$ cat src/design/adcif_defines.svh
// constants for the adc command decoder: commands, fields, reset values, frame layout
`ifndef ADCIF_DEFINES_SVH
`define ADCIF_DEFINES_SVH

// ---------------------------------------------------------------
// command byte patterns (? bits are don't care)
// ---------------------------------------------------------------
`define ADCIF_CMD_RESET     8'b0000_011?
`define ADCIF_CMD_START     8'b0000_100?
`define ADCIF_CMD_SLEEP     8'b0000_001?
`define ADCIF_CMD_RDATA     8'b0001_????
`define ADCIF_CMD_RCFG      8'b0010_????
`define ADCIF_CMD_WCFG      8'b0100_????
`define ADCIF_IDX_HI        3
`define ADCIF_IDX_LO        2

// ---------------------------------------------------------------
// configuration registers
// ---------------------------------------------------------------
`define ADCIF_REG_INPUT     2'h0
`define ADCIF_REG_RATE      2'h1
`define ADCIF_REG_STATUS    2'h2
`define ADCIF_REG_ROUTE     2'h3
`define ADCIF_CFG_RESET     8'h00
`define ADCIF_CONT_BIT      3
`define ADCIF_READY_BIT     7
`define ADCIF_CNTEN_BIT     6
`define ADCIF_INTEG_HI      5
`define ADCIF_INTEG_LO      4
`define ADCIF_STATUS_WMASK  8'h7f
`define ADCIF_ROUTE_WMASK   8'hfc
`define ADCIF_INTEG_NONE    2'h0
`define ADCIF_INTEG_INV     2'h1

// ---------------------------------------------------------------
// integrity word and frame layout
// ---------------------------------------------------------------
`define ADCIF_CRC_INIT      16'hffff
`define ADCIF_CRC_POLY      16'h1021
`define ADCIF_FRAME_DEPTH   8
`define ADCIF_BASE_DEPTH    4
`define ADCIF_IDLE_BYTE     8'hff
`define ADCIF_BIT_LAST      4'h7
`define ADCIF_BIT_FIRST     4'h0
// address byte also counts the clock fall that ends the start condition
`define ADCIF_ADDR_LAST     4'h8

`endif

$ cat src/design/adcif_pkg.sv
// types shared by the adc command decoder
package adcif_pkg;

  typedef enum logic [2:0] {
    BUS_IDLE,
    BUS_ADDR,
    BUS_ADDR_ACK,
    BUS_WRITE,
    BUS_WRITE_ACK,
    BUS_READ,
    BUS_READ_ACK
  } adcif_bus_t;

  typedef enum logic [1:0] {
    CONV_IDLE,
    CONV_RUN,
    CONV_SLEEP
  } adcif_conv_t;

endpackage

$ cat src/design/adcif_decoder.sv
// two-wire target, command decoder, config registers and result framing for the adc
`timescale 1ns/1ps
`include "adcif_defines.svh"

module adcif_decoder #(
  parameter logic [6:0] TARGET_ADDR = 7'h40,
  parameter int         RESULT_W    = 24
) (
  input  wire logic                clock,
  input  wire logic                rst,
  input  wire logic                sclIn,
  input  wire logic                sdaIn,
  output logic                     sdaOut,
  output logic                     sdaOe,
  output logic                     readyPinOut,
  output logic                     readyPinOe,
  input  wire logic                convDone,
  input  wire logic [RESULT_W-1:0] convResult,
  output logic                     convStart,
  output logic                     analogOn,
  output logic [7:0]               inputConfig,
  output logic [7:0]               rateConfig,
  output logic [7:0]               statusConfig,
  output logic [7:0]               routeConfig
);

  // ---------------------------------------------------------------
  // pin synchronisers and edge detection
  // ---------------------------------------------------------------
  logic sclS1_reg, sclS2_reg, sclPrev_reg;
  logic sdaS1_reg, sdaS2_reg, sdaPrev_reg;

  always_ff @(posedge clock)
  begin
    sclS1_reg   <= sclIn;
    sclS2_reg   <= sclS1_reg;
    sclPrev_reg <= sclS2_reg;
    sdaS1_reg   <= sdaIn;
    sdaS2_reg   <= sdaS1_reg;
    sdaPrev_reg <= sdaS2_reg;
  end

  logic sclRise, sclFall, startDet, stopDet;
  assign sclRise  = sclS2_reg & ~sclPrev_reg;
  assign sclFall  = ~sclS2_reg & sclPrev_reg;
  assign startDet = sclS2_reg & sclPrev_reg & sdaPrev_reg & ~sdaS2_reg;
  assign stopDet  = sclS2_reg & sclPrev_reg & ~sdaPrev_reg & sdaS2_reg;

  // ---------------------------------------------------------------
  // shared state
  // ---------------------------------------------------------------
  adcif_pkg::adcif_bus_t  busState_reg;
  adcif_pkg::adcif_conv_t convState_reg;
  logic [3:0]             bitCnt_reg;
  logic [7:0]             rxShift_reg;
  logic [7:0]             txShift_reg;
  logic [2:0]             txIdx_reg;
  logic                   isRead_reg;
  logic                   masterNack_reg;
  logic                   rxValid_reg;
  logic [7:0]             rxByte_reg;
  logic [7:0]             txBuf_reg [0:`ADCIF_FRAME_DEPTH-1];
  logic [7:0]             cfg_reg [0:3];
  logic                   writePending_reg;
  logic [1:0]             writeIdx_reg;
  logic                   readyFlag_reg;
  logic [7:0]             convCount_reg;
  logic [RESULT_W-1:0]    latest_reg;
  logic                   sleepPending_reg;
  logic                   startReq, sleepReq, writeReq, softRst, readDataCmd, readCfgCmd;
  logic [1:0]             cmdIdx;

  // ---------------------------------------------------------------
  // two-wire target engine
  // ---------------------------------------------------------------
  always_ff @(posedge clock)
  begin
    rxValid_reg <= 1'b0;
    if (rst) // reset command deliberately leaves the engine alone so acks go out
    begin
      busState_reg   <= adcif_pkg::BUS_IDLE;
      bitCnt_reg     <= `ADCIF_BIT_FIRST;
      rxShift_reg    <= `ADCIF_CFG_RESET;
      txShift_reg    <= `ADCIF_IDLE_BYTE;
      txIdx_reg      <= 3'h0;
      isRead_reg     <= 1'b0;
      masterNack_reg <= 1'b0;
      rxByte_reg     <= `ADCIF_CFG_RESET;
      sdaOe          <= 1'b0;
    end
    else if (startDet)
    begin
      busState_reg <= adcif_pkg::BUS_ADDR;
      bitCnt_reg   <= `ADCIF_BIT_FIRST;
      sdaOe        <= 1'b0;
    end
    else if (stopDet)
    begin
      busState_reg <= adcif_pkg::BUS_IDLE;
      sdaOe        <= 1'b0;
    end
    else if (sclRise)
    begin
      rxShift_reg    <= {rxShift_reg[6:0], sdaS2_reg};
      masterNack_reg <= sdaS2_reg;
    end
    else if (sclFall)
    begin
      unique case (busState_reg)
        adcif_pkg::BUS_IDLE: ;
        adcif_pkg::BUS_ADDR:
          if (bitCnt_reg != `ADCIF_ADDR_LAST) // start's own fall is counted too
            bitCnt_reg <= bitCnt_reg + 4'h1;
          else if (rxShift_reg[7:1] == TARGET_ADDR)
          begin
            isRead_reg   <= rxShift_reg[0];
            sdaOe        <= 1'b1;
            busState_reg <= adcif_pkg::BUS_ADDR_ACK;
          end
          else
            busState_reg <= adcif_pkg::BUS_IDLE;
        adcif_pkg::BUS_ADDR_ACK, adcif_pkg::BUS_READ_ACK:
        begin
          bitCnt_reg <= `ADCIF_BIT_FIRST;
          if (busState_reg == adcif_pkg::BUS_READ_ACK && masterNack_reg)
          begin
            sdaOe        <= 1'b0;
            busState_reg <= adcif_pkg::BUS_IDLE;
          end
          else if (isRead_reg) // bytes come from the frame buffer only
          begin
            txShift_reg  <= txBuf_reg[txIdx_reg];
            sdaOe        <= ~txBuf_reg[txIdx_reg][7];
            txIdx_reg    <= txIdx_reg + 3'h1;
            busState_reg <= adcif_pkg::BUS_READ;
          end
          else
          begin
            sdaOe        <= 1'b0;
            busState_reg <= adcif_pkg::BUS_WRITE;
          end
        end
        adcif_pkg::BUS_WRITE:
          if (bitCnt_reg != `ADCIF_BIT_LAST)
            bitCnt_reg <= bitCnt_reg + 4'h1;
          else
          begin
            rxValid_reg  <= 1'b1; // byte captured on the eighth fall
            rxByte_reg   <= rxShift_reg;
            sdaOe        <= 1'b1;
            busState_reg <= adcif_pkg::BUS_WRITE_ACK;
          end
        adcif_pkg::BUS_WRITE_ACK:
        begin
          bitCnt_reg   <= `ADCIF_BIT_FIRST;
          sdaOe        <= 1'b0;
          busState_reg <= adcif_pkg::BUS_WRITE;
        end
        adcif_pkg::BUS_READ:
          if (bitCnt_reg != `ADCIF_BIT_LAST)
          begin
            bitCnt_reg  <= bitCnt_reg + 4'h1;
            txShift_reg <= {txShift_reg[6:0], 1'b1};
            sdaOe       <= ~txShift_reg[6];
          end
          else
          begin
            sdaOe        <= 1'b0;
            busState_reg <= adcif_pkg::BUS_READ_ACK;
          end
      endcase
    end
    if (!rst && rxValid_reg && (readDataCmd || readCfgCmd))
      txIdx_reg <= 3'h0;
  end

  always_ff @(posedge clock)
  begin
    sdaOut      <= 1'b0;
    readyPinOut <= 1'b0;
  end

  // ---------------------------------------------------------------
  // command decode
  // ---------------------------------------------------------------
  always_comb
  begin
    startReq    = 1'b0;
    sleepReq    = 1'b0;
    softRst     = 1'b0;
    readDataCmd = 1'b0;
    readCfgCmd  = 1'b0;
    writeReq    = rxValid_reg & writePending_reg;
    cmdIdx      = rxByte_reg[`ADCIF_IDX_HI:`ADCIF_IDX_LO];
    if (rxValid_reg && !writePending_reg)
    begin
      casez (rxByte_reg)
        `ADCIF_CMD_RESET: softRst     = 1'b1;
        `ADCIF_CMD_START: startReq    = 1'b1;
        `ADCIF_CMD_SLEEP: sleepReq    = 1'b1;
        `ADCIF_CMD_RDATA: readDataCmd = 1'b1;
        `ADCIF_CMD_RCFG:  readCfgCmd  = 1'b1;
        default: ; // anything else raises no request here; a write-config byte only sets the pending write below
      endcase
    end
  end

  // ---------------------------------------------------------------
  // configuration registers
  // ---------------------------------------------------------------
  always_ff @(posedge clock)
  begin
    if (rst || softRst || startDet)
      writePending_reg <= 1'b0;
    else if (rxValid_reg)
      writePending_reg <= !writePending_reg && (rxByte_reg ==? `ADCIF_CMD_WCFG);
    if (rxValid_reg && !writePending_reg)
      writeIdx_reg <= cmdIdx;
    if (rst || softRst) // zero at reset, untouched by sleep
      for (int i = 0; i < 4; i++)
        cfg_reg[i] <= `ADCIF_CFG_RESET;
    else if (writeReq) // only path that writes a register
      unique case (writeIdx_reg)
        `ADCIF_REG_STATUS: cfg_reg[2] <= rxByte_reg & `ADCIF_STATUS_WMASK;
        `ADCIF_REG_ROUTE:  cfg_reg[3] <= rxByte_reg & `ADCIF_ROUTE_WMASK;
        default:           cfg_reg[writeIdx_reg] <= rxByte_reg;
      endcase
  end

  assign inputConfig  = cfg_reg[0];
  assign rateConfig   = cfg_reg[1];
  assign routeConfig  = cfg_reg[3];
  always_ff @(posedge clock)
    statusConfig <= cfg_reg[2];

  // ---------------------------------------------------------------
  // result, counter and ready flag
  // ---------------------------------------------------------------
  always_ff @(posedge clock)
  begin
    if (rst || softRst)
    begin
      readyFlag_reg <= 1'b0;
      convCount_reg <= 8'h00;
      latest_reg    <= '0;
    end
    else
    begin
      if (convDone) // set beats the clear of a same-cycle read-data
        readyFlag_reg <= 1'b1;
      else if (readDataCmd)
        readyFlag_reg <= 1'b0;
      if (convDone)
      begin
        latest_reg    <= convResult;
        convCount_reg <= convCount_reg + 8'h01;
      end
    end
  end

  always_ff @(posedge clock)
    readyPinOe <= readyFlag_reg;

  // ---------------------------------------------------------------
  // frame builder: data or register, then integrity words
  // ---------------------------------------------------------------
  logic [7:0]  base [0:`ADCIF_BASE_DEPTH-1];
  logic [7:0]  frame [0:`ADCIF_FRAME_DEPTH-1];
  logic [2:0]  baseLen;
  logic [15:0] crc;
  logic [1:0]  integ;

  always_comb
  begin
    integ = cfg_reg[2][`ADCIF_INTEG_HI:`ADCIF_INTEG_LO];
    crc   = `ADCIF_CRC_INIT;
    for (int i = 0; i < `ADCIF_BASE_DEPTH; i++)
      base[i] = `ADCIF_CFG_RESET;
    for (int i = 0; i < `ADCIF_FRAME_DEPTH; i++)
      frame[i] = `ADCIF_IDLE_BYTE;
    if (readCfgCmd)
    begin
      base[0] = (cmdIdx == `ADCIF_REG_STATUS) ?
                {readyFlag_reg, cfg_reg[2][6:0]} : cfg_reg[cmdIdx];
      baseLen = 3'h1;
    end
    else if (cfg_reg[2][`ADCIF_CNTEN_BIT])
    begin
      base[0] = convCount_reg;
      {base[1], base[2], base[3]} = latest_reg; // msb first
      baseLen = 3'h4;
    end
    else
    begin
      {base[0], base[1], base[2]} = latest_reg;
      baseLen = 3'h3;
    end
    for (int i = 0; i < `ADCIF_BASE_DEPTH; i++)
      if (i < baseLen)
      begin
        frame[i] = base[i];
        for (int b = 7; b >= 0; b--)
          crc = {crc[14:0], 1'b0} ^ ((crc[15] ^ base[i][b]) ? `ADCIF_CRC_POLY : 16'h0000);
        if (integ == `ADCIF_INTEG_INV) // inverted copy per data byte
          frame[baseLen + 3'(i)] = ~base[i];
      end
    if (integ[1]) // crc16 adds exactly two bytes
    begin
      frame[baseLen]        = crc[15:8];
      frame[baseLen + 3'h1] = crc[7:0];
    end
  end

  always_ff @(posedge clock)
  begin
    if (rst || softRst)
      for (int i = 0; i < `ADCIF_FRAME_DEPTH; i++)
        txBuf_reg[i] <= `ADCIF_IDLE_BYTE;
    else if (readDataCmd || readCfgCmd) // loaded only by a command, never by a result
      for (int i = 0; i < `ADCIF_FRAME_DEPTH; i++)
        txBuf_reg[i] <= frame[i];
  end

  // ---------------------------------------------------------------
  // conversion control
  // ---------------------------------------------------------------
  always_ff @(posedge clock)
  begin
    convStart <= 1'b0;
    if (rst || softRst)
    begin
      convState_reg    <= adcif_pkg::CONV_IDLE;
      analogOn         <= 1'b1;
      sleepPending_reg <= 1'b0;
    end
    else if (startReq) // start, or filter clear and restart
    begin
      analogOn         <= 1'b1; // wake from sleep
      convStart        <= 1'b1;
      sleepPending_reg <= 1'b0;
      convState_reg    <= adcif_pkg::CONV_RUN;
    end
    else if (writeReq && convState_reg == adcif_pkg::CONV_RUN)
      convStart <= 1'b1;
    else if (sleepReq && convState_reg == adcif_pkg::CONV_RUN)
      sleepPending_reg <= 1'b1;
    else if (sleepReq)
    begin
      analogOn      <= 1'b0;
      convState_reg <= adcif_pkg::CONV_SLEEP;
    end
    else if (convDone && convState_reg == adcif_pkg::CONV_RUN)
    begin
      if (sleepPending_reg)
      begin
        analogOn         <= 1'b0;
        sleepPending_reg <= 1'b0;
        convState_reg    <= adcif_pkg::CONV_SLEEP;
      end
      else if (!cfg_reg[1][`ADCIF_CONT_BIT])
        convState_reg <= adcif_pkg::CONV_IDLE; // one-shot ends here
    end
  end

endmodule

$ cat config.mk
export PLATFORM = sky130hd
export DESIGN_NAME = adcif_decoder
export DESIGN_NICKNAME = d
export VERILOG_FILES = /design/src/design/adcif_pkg.sv /design/src/design/adcif_decoder.sv
export VERILOG_INCLUDE_DIRS = /design/src /design/src/design
export SDC_FILE = /design/constraint.sdc
export NUM_CORES = 1
export LEC_CHECK = 0
export BUFFER_PORTS_ARGS = -buffer_cell sky130_fd_sc_hd__buf_2
export CAP_MARGIN = 10
export CORE_MARGIN = 2
export CORE_UTILIZATION = 41
export CTS_BUF_LIST = sky130_fd_sc_hd__clkbuf_16
export CTS_CLUSTER_DIAMETER = 50
export DETAILED_ROUTE_END_ITERATION = 6
export PLACE_DENSITY = 0.68
export RECOVER_POWER = 25
export SYNTH_ARGS = -nofsm -noshare
export SYNTH_HDL_FRONTEND = slang
export SYNTH_SLANG_ARGS = --single-unit
export TNS_END_PERCENT = 100
$ cat constraint.sdc
create_clock -name clock -period 5.21 [get_ports clock]
set_clock_uncertainty 0.2 [all_clocks]
set_input_delay 1.042 -clock clock [delete_from_list [all_inputs] [get_ports clock]]
set_output_delay 1.042 -clock clock [all_outputs]
set_load 0.01 [all_outputs]
==> flow_metrics.env <==
export IMPL_hold_viol=0
export IMPL_gp_routability_congestion=1.00
export IMPL_die_area_sq_mm=0.0305
export IMPL_clock_sinks=193
export IMPL_pwr_share_comb_pct=39.0
export IMPL_gr_total_overflow=0
export IMPL_crit_chain="or3b_4 -> o21ai_4 -> o32ai_2 -> or2_1 -> ha_1 -> xnor2_2 -> xnor3_1 -> o21ai_2 -> xnor2_2 -> xnor2_4 -> xnor3_1 -> xnor2_2 -> xor2_1 -> nor2_1 -> xnor2_1 -> a21oi_1 -> or4_1"
export IMPL_timing_rr_start="writePending_reg$_SDFFE_PP0P_"
export IMPL_yosysTopAreaCell="edfxtp_1"
export IMPL_slowest_delay_ns=0.49
export IMPL_hold_path_class="reg -> reg"
export IMPL_synth_seq_cells=193
export IMPL_ys_top_cells_by_count="nand2_1, nor2_1, edfxtp_1, dfxtp_1, a21oi_1"
export IMPL_p_int_w=0.00314
export IMPL_die_y_microns=175
export IMPL_path_class="reg -> reg"
export IMPL_largest_reg_flops=64
export IMPL_worst_ep_required_time_ns=5.20
export IMPL_slew_limit_headroom_pct=-14.3
export IMPL_cp_start_kind="flip-flop"
export IMPL_grtUsageTotal_pct=26.1
export IMPL_synth_area_sq_mm=0.0119
export IMPL_finalNetCount=1394
export IMPL_yosysMostFrequentCell="nand2_1"
export IMPL_ys_top_cells_by_area="edfxtp_1, dfxtp_1, xnor2_1"
export IMPL_yosysUniqueCellTypes=78
export IMPL_critPathCaptureType="flip-flop"
export IMPL_wl_per_cell_microns=22.7
export IMPL_max_freq_ghz=0.200
export IMPL_crit_start="writePending_reg$_SDFFE_PP0P_"
export IMPL_vdd_ir_drop_worst_mv=0.207
export IMPL_yosysSeqAreaShare_pct=40.6
export IMPL_yosys_warnings=0
export IMPL_clock_path_buffers=2
export IMPL_p_sw_share_pct=37.4
export IMPL_syn_area_per_cell_sq_um=9.37
export IMPL_cts_htree_levels=4
export IMPL_slew_viol_final=38
export IMPL_synth_edff_count=98
export IMPL_setup_viol=0
export IMPL_drive_gt1_share_pct=15.3
export IMPL_firstDrtPassIters=7
export IMPL_worstHoldStart="sclS1_reg$_DFF_P_"
export IMPL_syn_to_final_growth_pct=14.5
export IMPL_hold_slack_ns=0.136
export IMPL_worstSkewPairLatency_ns=0.45
export IMPL_cts_root_buf="clkbuf_16"
export IMPL_diodes=0
export IMPL_vias=10394
export IMPL_hpwlAfterDp_microns=30200
export IMPL_antenna_found_initial=1
export IMPL_power_per_cell_area_mw_per_mm2=368
export IMPL_postRouteAntennaNets=0
export IMPL_cts_inserted_buffers=17
export IMPL_finalCriticalPeriod_ns=5.00
export IMPL_routed_wl_microns=39900
export IMPL_power_switching_w=0.00188
export IMPL_stdcell_count=1753
export IMPL_final_area_sq_mm=0.0137
export IMPL_cts_tree="done"
export IMPL_cp_arrival_ns=4.99
export IMPL_violations="max-capacitance violations, max-slew violations"
export IMPL_dpl_cell_area_sq_mm=0.0130
export IMPL_port_buffer_count=64
export IMPL_pwr_share_seq_pct=33.2
export IMPL_syn_inst=1272
export IMPL_postCtsHoldBufs=0
export IMPL_path_clk_slew_ns=0.09
export IMPL_core_sq_mm=0.0287
export IMPL_io_pins=67
export IMPL_grt_pass1_wl_microns=60200
export IMPL_p_clk_share_pct=27.9
export IMPL_max_slew_worst_pin_slew_ns=1.71
export IMPL_drv_cap=1
export IMPL_placed_cells=1718
export IMPL_die_width_microns=175
export IMPL_status="complete, but fails checks"
export IMPL_drc=0
export IMPL_grt_max_degree=65
export IMPL_fin_crit_sh_pct=96.0
export IMPL_via_per_inst=5.93
export IMPL_p_leak_nw=4.78
export IMPL_crit_fanout=8
export IMPL_crit_slowest_cell="or3b_4"
export IMPL_fp_row_count=62
export IMPL_crit_path_frequent_cell="xnor2_2"
export IMPL_rsz0062_at_grt="true"
export IMPL_initial_core_util_pct=41.5
export IMPL_synth_top_area_share_pct=24.7
export IMPL_drt_iter0_markers=1216
export IMPL_async_flop_share_pct=0
export IMPL_grt_pass1_vias=9778
export IMPL_synth_ff_type="edfxtp_1"
## placed cells by master (no fill, tap or decap), types with 9 or more instances in the layout
cell,instances
nand2_1,161
nor2_1,126
edfxtp_1,98
dfxtp_1,92
a21oi_1,81
buf_4,80
xnor2_1,77
mux2i_1,67
o21ai_0,48
xor2_1,44
clkbuf_1,39
nand3_1,34
and2_1,34
buf_2,27
nor3_1,26
mux4_2,21
nor2b_1,17
clkbuf_16,17
o211ai_1,16
o22ai_1,16
a211oi_1,15
a31oi_1,15
nand4_1,13
inv_1,9
xnor2_2,9
ha_1,9
## what timing repair did
action / in CTS / in global routing
setup buffers: 0 / 3
pin swaps: 0 / 2
endpoints found under the setup margin: 1 / 19
gates resized for setup: 3 / 8
## worst paths after layout
check	endpoint	slack [ns]	depth (start not counted)
max reg2reg	txBuf_reg[1][4]$_SDFFCE_PN1P_	0.21	17
max	txBuf_reg[1][4]$_SDFFCE_PN1P_	0.21	17
min	sclS2_reg$_DFF_P_	0.14	0
min reg2reg	sclS2_reg$_DFF_P_	0.14	0
## stage by stage
stage | total power (W) | setup WS (ns) | utilization [%] | setup TNS (ns)
finish | 0.00502 | 0.211 | 47.6 | 0
global route | 0.00523 | -0.0827 | 47.6 | -0.0835
CTS | 0.00498 | 0.0337 | 47.5 | 0
detailed placement | 0.00357 | -0.0472 | 45.3 | -0.0472
global placement | 0.00357 | 0.0520 | 45.3 | 0
floorplan | 0.00303 | 0.148 | - | 0
## critical path, delay by kind of cell, from the launching register on
family / cells / cell delay, ns
simple gates: 4 / 1.31
flops: 1 / 0.40
compound gates: 4 / 0.64
fa+ha+maj: 1 / 0.24
xor+xnor: 8 / 1.95
## logic make-up after synthesis
kind of cell	share of synthesized area (%)
flops	40.6
other cells	0.0630
mux	10.1
xor+xnor	11.8
buf+inv	3.33
fa+ha+maj	0.944
compound gates	15.3
simple gates	17.8
## power groups by stage
stage | clock, W | sequential (W) | combinational (W)
after detailed placement | 0 | 0.00170 | 0.00187
after global routing | 0.00148 | 0.00167 | 0.00208
after floorplan | 0 | 0.00169 | 0.00135
after CTS | 0.00142 | 0.00166 | 0.00190
final | 0.00140 | 0.00167 | 0.00196
after global placement | 0 | 0.00170 | 0.00187
## layout make-up
| type | count | area (sq um) |
|---|---|---|
| fillers | 2765 | 15000 |
| inverters | 12 | 45.0 |
| well taps | 384 | 480 |
| flip-flops and latches | 193 | 4850 |
| multi-input cells | 986 | 6770 |
| clock inverters | 15 | 205 |
| repair buffers | 146 | 882 |
| clock buffers | 17 | 425 |
## routing by layer
layer  up-vias  wire length, microns  track usage [%]
met4         2                  1450             9.62
met1      4952                 16800             35.8
met5         -                    12                0
met2       592                 17800             40.2
met3       104                  3880             6.10
li1       4744                     -                -
Note: power is estimated with default switching activity, not from simulation.
